**src/aie_pkg.sv**
```systemverilog
`default_nettype none
package aie_pkg;
	localparam int NCH = 8;
	localparam int NHW = 5;
	localparam int NCFG = 1 + NCH + NCH + NCH / 2;
	localparam int NF = NHW + NCFG;
	localparam int IDX_W = 5;
	localparam int ADR_W = 8;

	// Byte offsets on the register bus
	localparam logic [7:0] OFS_ERR = 8'h00;
	localparam logic [7:0] OFS_OPEN = 8'h04;
	localparam logic [7:0] OFS_RANGE = 8'h08;
	localparam logic [7:0] OFS_IRQ_ST = 8'h0c;
	localparam logic [7:0] OFS_IRQ_MASK = 8'h10;
	localparam logic [7:0] OFS_HW_CLR = 8'h14;
	localparam logic [7:0] OFS_HW_ST = 8'h18;
	localparam logic [7:0] OFS_CFG0 = 8'h20;

	// Channel configuration word layout
	localparam int CFG_EN = 0;
	localparam int CFG_TYPE_LSB = 1;
	localparam int CFG_FILT_LSB = 5;
	localparam int CFG_FMT_LSB = 8;
	localparam logic [15:0] CFG_RST = 16'h0000;

	// Input type codes
	localparam logic [3:0] TYPE_TC = 4'h0;
	localparam logic [3:0] TYPE_V10 = 4'h1;
	localparam logic [3:0] TYPE_VOLT = 4'h2;
	localparam logic [3:0] TYPE_CUR = 4'h3;
	localparam logic [3:0] TYPE_RTD3 = 4'h4;
	localparam logic [3:0] TYPE_RTD4 = 4'h5;
	localparam logic [3:0] TYPE_RES = 4'h6;
	localparam logic [3:0] TYPE_MAX = 4'h6;
	localparam logic [2:0] FILT_MAX = 3'h5;
	localparam logic [2:0] FMT_MAX = 3'h5;

	// Fault indices, lowest index has highest priority
	localparam int F_WDOG = 0;
	localparam int F_CODE = 1;
	localparam int F_CAL = 2;
	localparam int F_ADC = 3;
	localparam int F_CLK = 4;
	localparam int F_CFG = 5;
	localparam int F_FILT0 = 6;
	localparam int F_FMT0 = 14;
	localparam int F_PAIR0 = 22;

	// Error word values, top hex digit always zero
	localparam logic [15:0] ERR_NONE = 16'h0000;
	localparam logic [15:0] ERR_WDOG = 16'h0216;
	localparam logic [15:0] ERR_CODE = 16'h0220;
	localparam logic [15:0] ERR_CAL = 16'h0221;
	localparam logic [15:0] ERR_ADC = 16'h0300;
	localparam logic [15:0] ERR_CLK = 16'h0301;
	localparam logic [15:0] ERR_CFG = 16'h0403;
	localparam logic [15:0] ERR_FILT0 = 16'h0404;
	localparam logic [15:0] ERR_FMT0 = 16'h040c;
	localparam logic [15:0] ERR_PAIR0 = 16'h0414;
	localparam int CLS_LSB = 9;
	localparam logic [2:0] CLS_NONE = 3'b000;
	localparam logic [2:0] CLS_HW = 3'b001;
	localparam logic [2:0] CLS_CFG = 3'b010;

	// Interrupt status bits
	localparam int IRQ_CODE = 0;
	localparam int IRQ_OPEN = 1;
	localparam int IRQ_RANGE = 2;
	localparam int IRQ_CHG = 3;
	localparam int NIRQ = 4;

	localparam logic OC_TEST_PHASE = 1'b0;
endpackage : aie_pkg
`default_nettype wire

```
**src/aie_code_sel.sv**
```systemverilog
`default_nettype none
module aie_code_sel (
	input wire logic core_clk,
	input wire logic rst,
	input wire logic [aie_pkg::NF-1:0] fault_i,
	output logic [15:0] err_word_o,
	output logic code_new_o
);
	import aie_pkg::*;

	logic [IDX_W-1:0] held_q;
	logic held_v_q;
	logic [IDX_W-1:0] held_d;
	logic held_v_d;
	logic [IDX_W-1:0] first;
	logic any;

	function automatic logic [15:0] word_of(input logic [IDX_W-1:0] idx);
		logic [15:0] w;
		w = ERR_CFG;
		if (idx == IDX_W'(F_WDOG)) begin
			w = ERR_WDOG;
		end else if (idx == IDX_W'(F_CODE)) begin
			w = ERR_CODE;
		end else if (idx == IDX_W'(F_CAL)) begin
			w = ERR_CAL;
		end else if (idx == IDX_W'(F_ADC)) begin
			w = ERR_ADC;
		end else if (idx == IDX_W'(F_CLK)) begin
			w = ERR_CLK;
		end else if (idx == IDX_W'(F_CFG)) begin
			w = ERR_CFG;
		end else if (idx < IDX_W'(F_FMT0)) begin
			w = ERR_FILT0 + 16'(idx - IDX_W'(F_FILT0));
		end else if (idx < IDX_W'(F_PAIR0)) begin
			w = ERR_FMT0 + 16'(idx - IDX_W'(F_FMT0));
		end else begin
			w = ERR_PAIR0 + 16'({idx - IDX_W'(F_PAIR0), 1'b0});
		end
		return w;
	endfunction : word_of

	always_comb begin
		first = '0;
		any = 1'b0;
		for (int i = NF - 1; i >= 0; i--) begin
			if (fault_i[i]) begin
				first = IDX_W'(i);
				any = 1'b1;
			end
		end
	end

	// Keep the code on show until its fault goes away
	always_comb begin
		held_d = held_q;
		held_v_d = held_v_q;
		if (!(held_v_q && fault_i[held_q])) begin
			held_d = first;
			held_v_d = any;
		end
	end

	always_ff @(posedge core_clk) begin
		if (rst) begin
			held_q <= '0;
			held_v_q <= 1'b0;
		end else begin
			held_q <= held_d;
			held_v_q <= held_v_d;
		end
	end

	always_ff @(posedge core_clk) begin
		if (rst) begin
			err_word_o <= ERR_NONE;
			code_new_o <= 1'b0;
		end else begin
			err_word_o <= held_v_d ? word_of(held_d) : ERR_NONE;
			code_new_o <= held_v_d && (!held_v_q || held_d != held_q);
		end
	end
endmodule : aie_code_sel
`default_nettype wire

```
**src/aie_error_reporter.sv**
```systemverilog
// Summary of operation
// - Error word: bits 15-12 zero, 11-9 class, 8-0 extended code.
// - Class 000 none, 001 hardware, 010 configuration.
// - With no error the whole word reads zero.
// - Hardware codes 216, 220, 221, 300, 301 by fault.
// - Invalid config raises critical error; general bad config gives 403.
// - Bad filter on channel n gives 404 plus n.
// - Bad data format on channel n gives 40C plus n.
// - Bad resistance-sensor pair gives 414, 416, 418 or 41A.
// - No open-circuit report on the plus/minus 10 V range.
// - Four-wire sensor: open only for broken excitation or return.
// - Over/under range only in range word, never in error word.
// - While inhibited, input changes keep being updated and delivered.
// - Open-circuit bits for enabled channels, tested every other scan.
// - Over/under range bits set per channel in range word.
`default_nettype none
module aie_error_reporter (
	input wire logic core_clk,
	input wire logic rst,
	input wire logic wb_cyc_i,
	input wire logic wb_stb_i,
	input wire logic wb_we_i,
	input wire logic [aie_pkg::ADR_W-1:0] wb_adr_i,
	input wire logic [3:0] wb_sel_i,
	input wire logic [31:0] wb_dat_i,
	output logic [31:0] wb_dat_o,
	output logic wb_ack_o,
	input wire logic [aie_pkg::NHW-1:0] hw_fault_i,
	input wire logic scan_done_i,
	input wire logic [aie_pkg::NCH-1:0] brk_exc_i,
	input wire logic [aie_pkg::NCH-1:0] brk_ret_i,
	input wire logic [aie_pkg::NCH-1:0] brk_other_i,
	input wire logic [aie_pkg::NCH-1:0] over_i,
	input wire logic [aie_pkg::NCH-1:0] under_i,
	input wire logic inhibit_i,
	output logic [15:0] err_word_o,
	output logic [15:0] open_word_o,
	output logic [15:0] range_word_o,
	output logic chg_o,
	output logic irq_o
);
	import aie_pkg::*;

	logic [15:0] cfg_q [NCH];
	logic [NHW-1:0] hw_q;
	logic [NIRQ-1:0] irq_st_q;
	logic [NIRQ-1:0] irq_mask_q;
	logic [NIRQ-1:0] irq_ev;
	logic inhib_s1_q;
	logic inhib_s2_q;
	logic oc_phase_q;
	logic [NCH-1:0] open_q;
	logic [NCH-1:0] over_q;
	logic [NCH-1:0] under_q;
	logic [NCH-1:0] open_d;
	logic [NCH-1:0] oc_now;
	logic [NCH-1:0] oc_ok;
	logic [NCH-1:0] en;
	logic [NCH-1:0] bad_type;
	logic [NCH-1:0] bad_filt;
	logic [NCH-1:0] bad_fmt;
	logic [NCH/2-1:0] bad_pair;
	logic [NF-1:0] fault;
	logic [15:0] err_word;
	logic code_new;
	logic oc_test;
	logic bus_req;
	logic wr;
	logic [31:0] rd_d;

	function automatic logic [3:0] type_of(input logic [15:0] c);
		return c[CFG_TYPE_LSB +: 4];
	endfunction : type_of

	function automatic logic is_res(input logic [15:0] c);
		return type_of(c) == TYPE_RTD3 || type_of(c) == TYPE_RTD4 ||
			type_of(c) == TYPE_RES;
	endfunction : is_res

	function automatic logic [15:0] merge16(input logic [15:0] old,
			input logic [31:0] nw, input logic [3:0] sel);
		logic [15:0] r;
		r = old;
		if (sel[0]) begin
			r[7:0] = nw[7:0];
		end
		if (sel[1]) begin
			r[15:8] = nw[15:8];
		end
		return r;
	endfunction : merge16

	// Word-aligned hit inside the channel configuration block
	function automatic logic cfg_hit(input logic [ADR_W-1:0] a);
		return a >= OFS_CFG0 && a < OFS_CFG0 + 8'(4 * NCH) &&
			a[1:0] == 2'b00;
	endfunction : cfg_hit

	// Register bus: one wait state, every access answered
	assign bus_req = wb_cyc_i && wb_stb_i && !wb_ack_o;
	assign wr = bus_req && wb_we_i;

	always_ff @(posedge core_clk) begin
		if (rst) begin
			wb_ack_o <= 1'b0;
		end else begin
			wb_ack_o <= bus_req;
		end
	end

	always_comb begin
		rd_d = 32'h0000_0000;
		if (wb_adr_i == OFS_ERR) begin
			rd_d = {16'h0000, err_word_o};
		end else if (wb_adr_i == OFS_OPEN) begin
			rd_d = {16'h0000, open_word_o};
		end else if (wb_adr_i == OFS_RANGE) begin
			rd_d = {16'h0000, range_word_o};
		end else if (wb_adr_i == OFS_IRQ_ST) begin
			rd_d = {28'h0000000, irq_st_q};
		end else if (wb_adr_i == OFS_IRQ_MASK) begin
			rd_d = {28'h0000000, irq_mask_q};
		end else if (wb_adr_i == OFS_HW_ST) begin
			rd_d = {23'h000000, inhib_s2_q, 3'h0, hw_q};
		end else if (cfg_hit(wb_adr_i)) begin
			rd_d = {16'h0000, cfg_q[3'(wb_adr_i[4:2])]};
		end
	end

	// Read data is captured with the access and held until the next read
	always_ff @(posedge core_clk) begin
		if (rst) begin
			wb_dat_o <= 32'h0000_0000;
		end else if (bus_req && !wb_we_i) begin
			wb_dat_o <= rd_d;
		end
	end

	// Channel configuration words
	always_ff @(posedge core_clk) begin
		if (rst) begin
			for (int i = 0; i < NCH; i++) begin
				cfg_q[i] <= CFG_RST;
			end
		end else if (wr && cfg_hit(wb_adr_i)) begin
			cfg_q[3'(wb_adr_i[4:2])] <=
				merge16(cfg_q[3'(wb_adr_i[4:2])], wb_dat_i, wb_sel_i);
		end
	end

	// Configuration checks on enabled channels
	always_comb begin
		for (int i = 0; i < NCH; i++) begin
			en[i] = cfg_q[i][CFG_EN];
			bad_type[i] = en[i] && type_of(cfg_q[i]) > TYPE_MAX;
			bad_filt[i] = en[i] &&
				cfg_q[i][CFG_FILT_LSB +: 3] > FILT_MAX;
			bad_fmt[i] = en[i] &&
				cfg_q[i][CFG_FMT_LSB +: 3] > FMT_MAX;
		end
		// A resistance input owns both channels of its pair
		for (int k = 0; k < NCH / 2; k++) begin
			bad_pair[k] = (en[2*k+1] && is_res(cfg_q[2*k+1])) ||
				(en[2*k] && is_res(cfg_q[2*k]) && en[2*k+1]);
		end
	end

	// Hardware faults are sticky; a new event beats a clear
	always_ff @(posedge core_clk) begin
		if (rst) begin
			hw_q <= '0;
		end else if (wr && wb_adr_i == OFS_HW_CLR && wb_sel_i[0]) begin
			hw_q <= (hw_q & ~wb_dat_i[NHW-1:0]) | hw_fault_i;
		end else begin
			hw_q <= hw_q | hw_fault_i;
		end
	end

	// Hardware ahead of configuration in the fault order; range faults
	// are kept out of it on purpose
	assign fault = {bad_pair, bad_fmt, bad_filt, |bad_type, hw_q};

	aie_code_sel u_sel (
		.core_clk(core_clk),
		.rst(rst),
		.fault_i(fault),
		.err_word_o(err_word),
		.code_new_o(code_new)
	);

	// Error word leaves the block straight from a flip-flop
	always_ff @(posedge core_clk) begin
		if (rst) begin
			err_word_o <= ERR_NONE;
		end else begin
			err_word_o <= err_word;
		end
	end

	// Open-circuit evaluation per channel; a channel taken out of the test
	// (disabled or on the 10 V range) also loses its held bit at once
	always_comb begin
		for (int i = 0; i < NCH; i++) begin
			oc_ok[i] = en[i] && type_of(cfg_q[i]) != TYPE_V10;
			if (!oc_ok[i]) begin
				oc_now[i] = 1'b0;
			end else if (type_of(cfg_q[i]) == TYPE_RTD4) begin
				oc_now[i] = brk_exc_i[i] || brk_ret_i[i];
			end else begin
				oc_now[i] = brk_exc_i[i] || brk_ret_i[i] || brk_other_i[i];
			end
		end
	end

	assign oc_test = scan_done_i && oc_phase_q == OC_TEST_PHASE;
	assign open_d = oc_test ? oc_now : (open_q & oc_ok);

	always_ff @(posedge core_clk) begin
		if (rst) begin
			oc_phase_q <= 1'b0;
		end else if (scan_done_i) begin
			oc_phase_q <= ~oc_phase_q;
		end
	end

	// Status words keep updating whatever the inhibit state
	always_ff @(posedge core_clk) begin
		if (rst) begin
			open_q <= '0;
			over_q <= '0;
			under_q <= '0;
		end else begin
			open_q <= open_d;
			if (scan_done_i) begin
				over_q <= over_i & en;
				under_q <= under_i & en;
			end
		end
	end

	always_ff @(posedge core_clk) begin
		if (rst) begin
			open_word_o <= 16'h0000;
			range_word_o <= 16'h0000;
			chg_o <= 1'b0;
		end else begin
			open_word_o <= {8'h00, open_q};
			range_word_o <= {over_q, under_q};
			chg_o <= {8'h00, open_q} != open_word_o ||
				{over_q, under_q} != range_word_o;
		end
	end

	// Inhibit comes from the backplane; it is only reported
	always_ff @(posedge core_clk) begin
		if (rst) begin
			inhib_s1_q <= 1'b0;
			inhib_s2_q <= 1'b0;
		end else begin
			inhib_s1_q <= inhibit_i;
			inhib_s2_q <= inhib_s1_q;
		end
	end

	// Interrupt events, sticky, write one to clear, set wins
	always_comb begin
		irq_ev = '0;
		irq_ev[IRQ_CODE] = code_new;
		irq_ev[IRQ_OPEN] = |(open_q & ~open_word_o[NCH-1:0]);
		irq_ev[IRQ_RANGE] = |({over_q, under_q} & ~range_word_o);
		irq_ev[IRQ_CHG] = chg_o;
	end

	always_ff @(posedge core_clk) begin
		if (rst) begin
			irq_st_q <= '0;
		end else if (wr && wb_adr_i == OFS_IRQ_ST && wb_sel_i[0]) begin
			irq_st_q <= (irq_st_q & ~wb_dat_i[NIRQ-1:0]) | irq_ev;
		end else begin
			irq_st_q <= irq_st_q | irq_ev;
		end
	end

	// Mask uses the same bit layout as the status register
	always_ff @(posedge core_clk) begin
		if (rst) begin
			irq_mask_q <= '0;
		end else if (wr && wb_adr_i == OFS_IRQ_MASK && wb_sel_i[0]) begin
			irq_mask_q <= wb_dat_i[NIRQ-1:0];
		end
	end

	// Level interrupt while any unmasked status bit is set
	always_ff @(posedge core_clk) begin
		if (rst) begin
			irq_o <= 1'b0;
		end else begin
			irq_o <= |(irq_st_q & irq_mask_q);
		end
	end
endmodule : aie_error_reporter
`default_nettype wire

```
**config.mk**
```make
export PLATFORM = sky130hd
export DESIGN_NAME = aie_error_reporter
export DESIGN_NICKNAME = d
export VERILOG_FILES = /design/src/aie_pkg.sv /design/src/aie_code_sel.sv /design/src/aie_error_reporter.sv
export SDC_FILE = /design/constraint.sdc
export NUM_CORES = 1
export LEC_CHECK = 0
export ABC_AREA = 1
export BUFFER_PORTS_ARGS = -buffer_cell sky130_fd_sc_hd__buf_4
export CORE_MARGIN = 1.5
export CORE_UTILIZATION = 45
export DETAILED_ROUTE_END_ITERATION = 8
export GPL_TIMING_DRIVEN = 0
export HOLD_SLACK_MARGIN = 0.06
export PLACE_DENSITY_LB_ADDON = 0.12
export SYNTH_ARGS = -nofsm -noshare
export SYNTH_HDL_FRONTEND = slang
export SYNTH_HIERARCHICAL = 1
export SYNTH_SLANG_ARGS = --single-unit
```
**constraint.sdc**
```tcl
create_clock -name core_clk -period 4.3 [get_ports core_clk]
set_input_delay 0.86 -clock core_clk [delete_from_list [all_inputs] [get_ports core_clk]]
set_output_delay 0.86 -clock core_clk [all_outputs]
set_load 0.05 [all_outputs]
```
==> results.json, run 1 <==
{
  "track_usage_pct": 27.9,
  "slowest_delay_ns": 0.46,
  "crit_slowest_cell": "edfxtp_1",
  "ys_seq_elements": 245,
  "post-route-period-util_pct": 94.0,
  "clockRootBuffer": "clkbuf_16",
  "setup_viol": 0,
  "pwr-share-comb_pct": 19.9,
  "setup_slack_ns": 0.259,
  "cts_buffer_depth": 3,
  "clk_pin_slew_worst_paths_ns": 0.06,
  "pwr-share-seq_pct": 42.8,
  "syn2layout_area_growth_pct": 20.6,
  "wl_met3_um": 3090,
  "wl_um": 41500,
  "end_kind": "flip-flop",
  "grt-ovfl-total": 0,
  "finClkSkew_ns": 0.0322,
  "num_vias": 11300,
  "arrival_ns": 4.52,
  "synth_area_mm2": 0.0128,
  "die_w_um": 172,
  "syn_avg_cell_area_um2": 8.36,
  "ys_types": 62,
  "row_count": 61,
  "synth_edf_count": 128,
  "hold_path_class": "reg -> reg",
  "synth_top_area_share_pct": 29.9,
  "p_sw_uw": 1850,
  "vdd_drop_max_mv": 0.264,
  "htree_levels": 1,
  "yosysMostFrequentCell": "nand2_1",
  "cts_tree": "built",
  "yosys-top-cells-count": "nand2_1 (297), nor2_1 (257), inv_1 (188), edfxtp_1 (128), dfxtp_1 (117)",
  "yosysTopAreaCell": "edfxtp_1",
  "antenna_found_initial": 0,
  "status": "complete, no violations",
  "setup_tns_ns": 0,
  "final_util_pct": 55.5,
  "report.final.slew_viol_count": 0,
  "post_drt_wl_per_cell_um": 19.4,
  "dpl.hpwl_um": 31600,
  "p_leak_uw": 0.00654,
  "fillerInstances": 2712,
  "drv_cap": 0,
  "diodes": 0,
  "fmax_ghz": 0.247,
  "cpMostUsedCell": "nand2_1",
  "crit_type": "reg -> reg",
  "synthTopCellsByArea": "edfxtp_1 (30%), dfxtp_1 (18%), nand2_1 (8.7%)",
  "power.total_uw": 6190,
  "drt_iter0_markers": 1011,
  "switching_share_pct": 30.0,
  "fin_cells": 2132,
  "critPathMaxFanout": 5,
  "tightest_slew_ns": 1.02,
  "met1_length_um": 17700,
  "routed.top_layer": "met4",
  "pre_cts_slack_ns": -0.348,
  "critPathRequiredTime_ns": 4.78,
  "async_reset_ff_share_pct": 0,
  "start_util_pct": 46.0,
  "numCtsBuffers": 28,
  "die_area_mm2": 0.0296,
  "synth_cells": 1537,
  "drc": 0,
  "grt_pass1_wl_um": 61300,
  "first_pass_iters": 5,
  "relSlewSlack_pct": 32.2,
  "cts_sinks": 245,
  "ys.warnings.count": 6,
  "core_mm2": 0.0279,
  "power.density_mw_per_mm2": 399,
  "grt_max_degree": 17,
  "drive_gt1_share_pct": 20.4,
  "cp-start-kind": "flip-flop",
  "placed_cells": 2072,
  "synth_seq_area_share_pct": 48.1,
  "routabilityCongestion": 0.918,
  "worstSkewPairLatency_ns": 0.57,
  "wl_met2_um": 19300,
  "final_antenna_net_count": 0,
  "port_buffers": 130,
  "internal_power_uw": 4330,
  "hold_violations": 0,
  "nets": 1867,
  "synth_ff_type": "edfxtp_1",
  "die_y_um": 172,
  "cts_hold_buffers": 0,
  "routed_via_density": 5.30,
  "clkPwrFrac_pct": 37.3,
  "min_period_ns": 4.04,
  "grt_pass1_vias": 10700,
  "ios": 179
}
==> through the flow <==
stage | cell area, µm² | hold WS (ns)
after floorplan | 12900 | 0.388
after global placement | 14400 | 0.391
after detailed placement | 14400 | 0.393
after CTS | 15300 | 0.401
after global routing | 15500 | 0.414
final | 15500 | 0.401
==> metal layers <==
layer | vias up | track usage, %
li1 | 5449 | -
met1 | 5311 | 37.6
met2 | 471 | 46.4
met3 | 77 | 3.30
met4 | 0 | 9.38
met5 | - | 0
==> critical path: cells and delay by family (launching register included) <==
family | cells | cell delay (ns)
buf+inv | 4 | 0.48
compound gates | 7 | 1.16
simple gates | 12 | 1.37
flops | 1 | 0.46
fa+ha+maj | 2 | 0.46
==> cells in the final DEF, fill, tap and decap left out, types with 7 or more instances in the layout <==
master     instances
a21oi_1           79
a31oi_1            8
clkbuf_1          21
clkbuf_16         28
o21ai_0           49
conb_1            29
inv_1            185
a2111oi_0          8
buf_4            175
o22ai_1           36
nor4_1            25
inv_2             15
nand4_1           18
a21oi_2            9
or2_2             10
o31ai_2            7
edfxtp_1         128
nand3_1           57
buf_2             14
mux2i_4           10
nor2_2             8
nand2_1          297
ha_1              31
nor2_1           252
nand2_2           15
o21ai_1            7
nand3_2            7
dfxtp_1          117
buf_6             13
o211ai_1          15
==> sequential cells by signal, summed over array words and instances (netlist names) <==
| name | count |
|---|---|
| cfg_q | 128 |
| chg_o | 1 |
| err_word_o | 16 |
| hw_q | 5 |
| inhib_s1_q | 1 |
| inhib_s2_q | 1 |
| irq_mask_q | 4 |
| irq_o | 1 |
| irq_st_q | 4 |
| oc_phase_q | 1 |
| open_q | 8 |
| open_word_o | 8 |
| over_q | 8 |
| range_word_o | 16 |
| u_sel/code_new_o | 1 |
| u_sel/err_word_o | 11 |
| u_sel/held_q | 5 |
| u_sel/held_v_q | 1 |
| under_q | 8 |
| wb_ack_o | 1 |
| wb_dat_o | 16 |
==> final cells by class <==
| class | instances | area [µm²] | area share (%) |
|---|---|---|---|
| clock inverter | 15 | 140 | 0.904 |
| sequential | 245 | 6190 | 39.9 |
| timing repair buffer | 141 | 1060 | 6.86 |
| clock buffer | 34 | 733 | 4.73 |
| inverter | 205 | 782 | 5.05 |
| multi-input combinational | 1034 | 5580 | 36.0 |
| tap | 378 | 473 | 3.05 |
| buffer | 80 | 539 | 3.48 |
==> worst paths after layout <==
path                            start             endpoint  slack [ns]  cells past startpoint
setup / recovery          cfg_q[3][4]  u_sel/err_word_o[5]        0.26                     25
hold / removal    u_sel/err_word_o[0]        err_word_o[0]        0.40                      2
setup reg to reg          cfg_q[3][4]  u_sel/err_word_o[5]        0.26                     25
hold reg to reg   u_sel/err_word_o[0]        err_word_o[0]        0.40                      2
==> power groups by stage <==
stage               logic [µW]  registers [µW]  clock network, µW
finish                    1230            2650               2310
global route              1350            2660               2420
CTS                       1160            2650               2320
detailed placement        1140            2700                  0
floorplan                  715            2760                  0
global placement          1120            2690                  0
==> cell families (layout without fill, tap and decap cells) <==
group | after synthesis | in the layout | synth area share (%)
compound gates | 246 | 246 | 12.2
xor+xnor | 1 | 1 | 0.0682
fa+ha+maj | 36 | 36 | 3.51
buf+inv | 285 | 475 | 10.2
flops | 245 | 245 | 48.1
mux | 10 | 10 | 1.75
other cells | 2 | 29 | 0.0585
simple gates | 712 | 712 | 24.0
==> repair_timing <==
action / in CTS / in global routing
setup endpoints to repair: 5 / 5
buffers inserted: 2 / 9
resized for setup: 5 / 26
pin swaps: 0 / 8
cloned: 0 / 0
Power figures use the tool's default switching activity.
==> run 2, diff against run 1 <==
CORE_ASPECT_RATIO = 0.8   (was not set)
GPL_TIMING_DRIVEN = not set   (was 0)
==> run 2 against run 1 <==
  * Register-to-register slack improved by 0.12 ns
  * Hold slack improved by 0.00060 ns
  * Flip-flop and latch count unchanged
  * Utilization decreased by 2.0 points
  * Critical path type unchanged
  * Maximum frequency increased by 3.1%
  * Non-clock buffer count decreased by 54
  * Global-route usage decreased by 0.22 points
  * Final cell count decreased by 3.0%
  * Critical path depth increased by 6
  * Die area about the same
  * Sequential power about the same
  * Power decreased by 2.4%
==> results.json, run 2 (synthesized netlist as in run 1, its figures left out) <==
{
  "status": "complete, no violations",
  "met1_usage_pct": 40.2,
  "cts_sinks": 245,
  "row_count": 55,
  "first_pass_iters": 6,
  "relSlewSlack_pct": 39.9,
  "ios": 179,
  "multi_input_area_mm2": 0.00550,
  "fmax_ghz": 0.255,
  "num_vias": 11100,
  "largest_reg_flops": 128,
  "clk_pin_slew_worst_paths_ns": 0.06,
  "grt_max_degree": 71,
  "setup_viol": 0,
  "grt_use_met2_pct": 42.0,
  "report.final.slew_viol_count": 0,
  "cts_hold_buffers": 0,
  "core_mm2": 0.0281,
  "slowest_delay_ns": 0.40,
  "die_y_um": 154,
  "p_leak_uw": 0.00632,
  "drc": 0,
  "drive_gt1_share_pct": 18.1,
  "pre_cts_slack_ns": 0.120,
  "placed_cells": 2016,
  "critPathMaxFanout": 5,
  "grt-ovfl-total": 0,
  "layout_common_cells": "nand2_1 (297), nor2_1 (253), inv_1 (188)",
  "grt_pass1_wl_um": 61000,
  "diodes": 0,
  "arrival_ns": 4.40,
  "crit_slowest_cell": "edfxtp_1",
  "routed_via_density": 5.37,
  "end_kind": "flip-flop",
  "cpMostUsedCell": "inv_1",
  "critPathRequiredTime_ns": 4.78,
  "nets": 1811,
  "drv_cap": 0,
  "wl_um": 41100,
  "dpl.hpwl_um": 30500,
  "crit_type": "reg -> reg",
  "finClkSkew_ns": 0.00933,
  "cp-start-kind": "flip-flop",
  "numCtsBuffers": 26,
  "setup_tns_ns": 0,
  "start_util_pct": 45.7,
  "min_period_ns": 3.92,
  "die_area_mm2": 0.0296,
  "track_usage_pct": 27.7,
  "power.density_mw_per_mm2": 402,
  "hold_path_class": "reg -> reg",
  "tightest_slew_ns": 0.879,
  "clockRootBuffer": "clkbuf_16",
  "drt_iter0_markers": 1133,
  "worstSkewPairLatency_ns": 0.54,
  "final_antenna_net_count": 0,
  "cts_tree": "built",
  "vdd_drop_max_mv": 0.280,
  "hold_violations": 0,
  "htree_levels": 1,
  "final_common_cell": "nand2_1",
  "syn2layout_area_growth_pct": 17.0,
  "grt_pass1_vias": 10300,
  "die_w_um": 192,
  "antenna_found_initial": 1,
  "fin_cells": 2069,
  "post-route-period-util_pct": 91.1,
  "setup_slack_ns": 0.381,
  "use_met3_pct": 5.75,
  "routabilityCongestion": 0.968,
  "fillerInstances": 2749,
  "gr-max-usage-layer": "met2",
  "post_drt_wl_per_cell_um": 19.9,
  "seq_area_mm2": 0.00619,
  "port_buffers": 136,
  "largest_register": "cfg_q",
  "cts_buffer_depth": 3
}
run 2: timing repair:
| item | in CTS | in global routing |
|---|---|---|
| setup endpoints to repair | 0 | 5 |
| buffers inserted | 0 | 5 |
| resized for setup | 0 | 12 |
run 2: stage by stage:
| stage | utilization, % | power, µW | hold WS [ns] | area [µm²] |
|---|---|---|---|---|
| final | 53.4 | 6040 | 0.401 | 15000 |
| after floorplan | - | 3480 | 0.388 | 12900 |
| after detailed placement | 50.1 | 3810 | 0.393 | 14100 |
| after global placement | 50.1 | 3810 | 0.395 | 14100 |
| after global routing | 53.4 | 6280 | 0.427 | 15000 |
| after CTS | 53.1 | 6020 | 0.402 | 14900 |
run 2: routing by layer:
layer	vias to the layer above	wire (µm)
met1	5228	18400
met3	67	4110
met4	0	1110
li1	5328	-
met2	496	17600
met5	-	0
run 2: final cells by class:
class,instances,share of cell area [%]
inverter,205,5.17
clock buffer,40,5.30
tap,370,3.08
sequential,245,41.1
multi-input combinational,1034,36.6
timing repair buffer,167,8.34
clock inverter,8,0.383
run 2: where the power goes:
part           total, µW  switching [µW]  internal (µW)  leakage (µW)
logic               1160             774            382       0.00361
registers           2650            75.3           2570       0.00228
clock network       2240             951           1280      0.000424
run 2: final timing paths:
check	startpoint	to	slack [ns]	cells after the start
max	cfg_q[0][3]	u_sel/err_word_o[8]	0.38	31
min	u_sel/err_word_o[7]	err_word_o[7]	0.40	2
max reg2reg	cfg_q[0][3]	u_sel/err_word_o[8]	0.38	31
min reg2reg	u_sel/err_word_o[7]	err_word_o[7]	0.40	2
run 2: critical path, delay by kind of cell, from the launching register on:
| family | cells | cell delay [ns] |
|---|---|---|
| fa+ha+maj | 3 | 0.68 |
| compound gates | 8 | 1.16 |
| flops | 1 | 0.40 |
| simple gates | 13 | 1.04 |
| buf+inv | 7 | 0.60 |
==> run 3, diff against run 2 <==
ABC_AREA = not set   (was 1)
ABC_CLOCK_PERIOD_IN_PS = 4700   (was not set)
clock period = 4.7 ns   (was 4.3 ns; I/O delays follow)
==> run 3 against run 2 <==
  * Via count down 4.6%
  * Critical path type unchanged
  * Flip-flop and latch count stayed put
  * Maximum frequency shrank 12%
==> results.json, run 3 <==
{
  "diodes": 0,
  "dpl.hpwl_um": 30300,
  "pwr-share-comb_pct": 16.9,
  "synth_top_area_share_pct": 29.0,
  "cts_tree": "built",
  "drt_iter0_markers": 882,
  "ys_seq_elements": 245,
  "largest_register": "cfg_q",
  "crit_type": "reg -> reg",
  "async_reset_ff_share_pct": 0,
  "synth_edf_count": 128,
  "syn_avg_cell_area_um2": 10.4,
  "core_mm2": 0.0286,
  "routabilityCongestion": 0.922,
  "report.final.slew_viol_count": 0,
  "ys.warnings.count": 6,
  "cts_hold_buffers": 0,
  "routed_via_density": 5.89,
  "cpLargestDelayFamily": "compound AO/OA/AOI/OAI gates",
  "end_kind": "flip-flop",
  "synth_ff_type": "edfxtp_1",
  "drc": 0,
  "worst-path-buf-inv": 1,
  "cp-start-kind": "flip-flop",
  "p_leak_uw": 0.00615,
  "synthTopCellsByArea": "edfxtp_1 (29%), dfxtp_1 (18%), mux2i_1 (4.7%)",
  "clk_pin_slew_worst_paths_ns": 0.06,
  "ios": 179,
  "status": "complete, no violations",
  "layout_common_cells": "buf_4 (194), edfxtp_1 (128), dfxtp_1 (117)",
  "crit_path_cell_trace": "nand2_1 -> a211oi_1 -> o21a_1 -> mux2i_1 -> a221o_1 -> o22ai_2 -> nand3_2 -> a21oi_1 -> inv_1 -> ha_2 -> or3_1 -> nand2_1 -> ha_1 -> a311oi_2 -> nand2_1 -> ha_1 -> o221ai_1 -> nand4_1 -> a31oi_1",
  "pre_cts_slack_ns": 0.0417,
  "grt-ovfl-total": 0,
  "cts_buffer_depth": 3,
  "critPathMaxFanout": 5,
  "min_period_ns": 4.43,
  "num_vias": 10600,
  "final_util_pct": 53.9,
  "port_buffers": 136,
  "antenna_found_initial": 3,
  "hold_ws_ns": 0.433,
  "p_sw_uw": 1510,
  "clockRootBuffer": "clkbuf_16",
  "yosysMostFrequentCell": "edfxtp_1",
  "hold_path_class": "reg -> reg",
  "hold_violations": 0,
  "rsz0062_at_grt": "no",
  "internal_power_uw": 3800,
  "relSlewSlack_pct": 37.9,
  "grt_pass1_wl_um": 62000,
  "switching_share_pct": 28.5,
  "cts_sinks": 245,
  "ys_types": 96,
  "cpMostUsedCell": "nand2_1",
  "first_pass_iters": 5,
  "yosysTopAreaCell": "edfxtp_1",
  "die_y_um": 156,
  "die_w_um": 195,
  "setup_viol": 0,
  "arrival_ns": 4.90,
  "die_area_mm2": 0.0305,
  "fillerInstances": 2560,
  "final_common_cell": "buf_4",
  "final_antenna_net_count": 0,
  "grt_pass1_vias": 10200,
  "fmax_ghz": 0.226,
  "vdd_drop_max_mv": 0.236,
  "yosys-top-cells-count": "edfxtp_1 (128), dfxtp_1 (117), nor2_1 (112), nor3_1 (79), nor2b_1 (73)",
  "critPathRequiredTime_ns": 5.16,
  "power.density_mw_per_mm2": 344,
  "synth_seq_area_share_pct": 46.7,
  "slowest_delay_ns": 0.50,
  "pwr-share-seq_pct": 45.3,
  "tightest_slew_ns": 0.932,
  "wl_um": 41500,
  "drive_gt1_share_pct": 23.4,
  "setup_tns_ns": 0,
  "synth_area_mm2": 0.0132,
  "finClkSkew_ns": 0.0207,
  "largest_reg_flops": 128,
  "nets": 1541,
  "drv_cap": 0,
  "syn2layout_area_growth_pct": 16.6,
  "grt_max_degree": 87,
  "crit_slowest_cell": "edfxtp_1",
  "post_drt_wl_per_cell_um": 23.1,
  "htree_levels": 1,
  "post-route-period-util_pct": 94.3,
  "clkPwrFrac_pct": 37.8,
  "worstSkewPairLatency_ns": 0.55,
  "track_usage_pct": 26.8,
  "row_count": 55,
  "setup_slack_ns": 0.266,
  "synth_cells": 1270,
  "numCtsBuffers": 27,
  "start_util_pct": 46.3
}
## run 3: what timing repair did
action                     4_1_cts  5_1_grt
resized for setup                0        5
buffers inserted                 1        0
pin swaps                        1        3
setup endpoints to repair        1        5
## run 3: path summary, 6_finish.rpt
kind	cells past startpoint	slack (ns)	to	startpoint
worst max-delay path	19	0.27	u_sel/err_word_o[8]	cfg_q[2][0]
worst min-delay path	1	0.43	err_word_o[4]	u_sel/err_word_o[4]
worst max register to register	19	0.27	u_sel/err_word_o[8]	cfg_q[2][0]
worst min register to register	1	0.43	err_word_o[4]	u_sel/err_word_o[4]
## run 3: metal layers
layer | global-route usage, % | up-vias | routed length (µm)
li1 | - | 4921 | -
met1 | 39.2 | 5124 | 19200
met2 | 41.3 | 497 | 18100
met3 | 4.12 | 62 | 3270
met4 | 6.90 | 0 | 950
met5 | 0 | - | 0
## run 3: power by group through the flow
stage	Sequential [µW]	Combinational, µW	Clock, µW
final	2410	895	2010
after global routing	2410	955	2110
after CTS	2400	880	2030
after detailed placement	2450	874	0
after global placement	2450	872	0
after floorplan	2480	556	0
## run 3: layout make-up
class                      count  area [µm²]  share of cell area [%]
clock buffer                  38         758                    4.91
clock inverter                12        71.3                   0.462
tap                          370         463                    3.00
multi-input combinational    886        6300                    40.8
sequential                   245        6190                    40.1
timing repair buffer         194        1460                    9.43
inverter                      55         206                    1.34
## run 3: cells by family after synthesis
group	after synthesis	synth area share [%]
flops	245	46.7
buf+inv	166	6.67
xor+xnor	5	0.331
other cells	2	0.0567
mux	93	8.62
fa+ha+maj	36	3.40
compound gates	228	12.9
simple gates	495	21.3
## run 3: stage by stage
| step | cell area, µm² | instances | power, µW |
|---|---|---|---|
| 4_1_cts | 15400 | 1800 | 5310 |
| 6_report | 15400 | 1800 | 5310 |
| 2_1_floorplan | 13300 | 1297 | 3030 |
| 5_1_grt | 15400 | 1800 | 5480 |
| 3_3_place_gp | 14600 | 1749 | 3320 |
| 3_5_place_dp | 14600 | 1749 | 3320 |
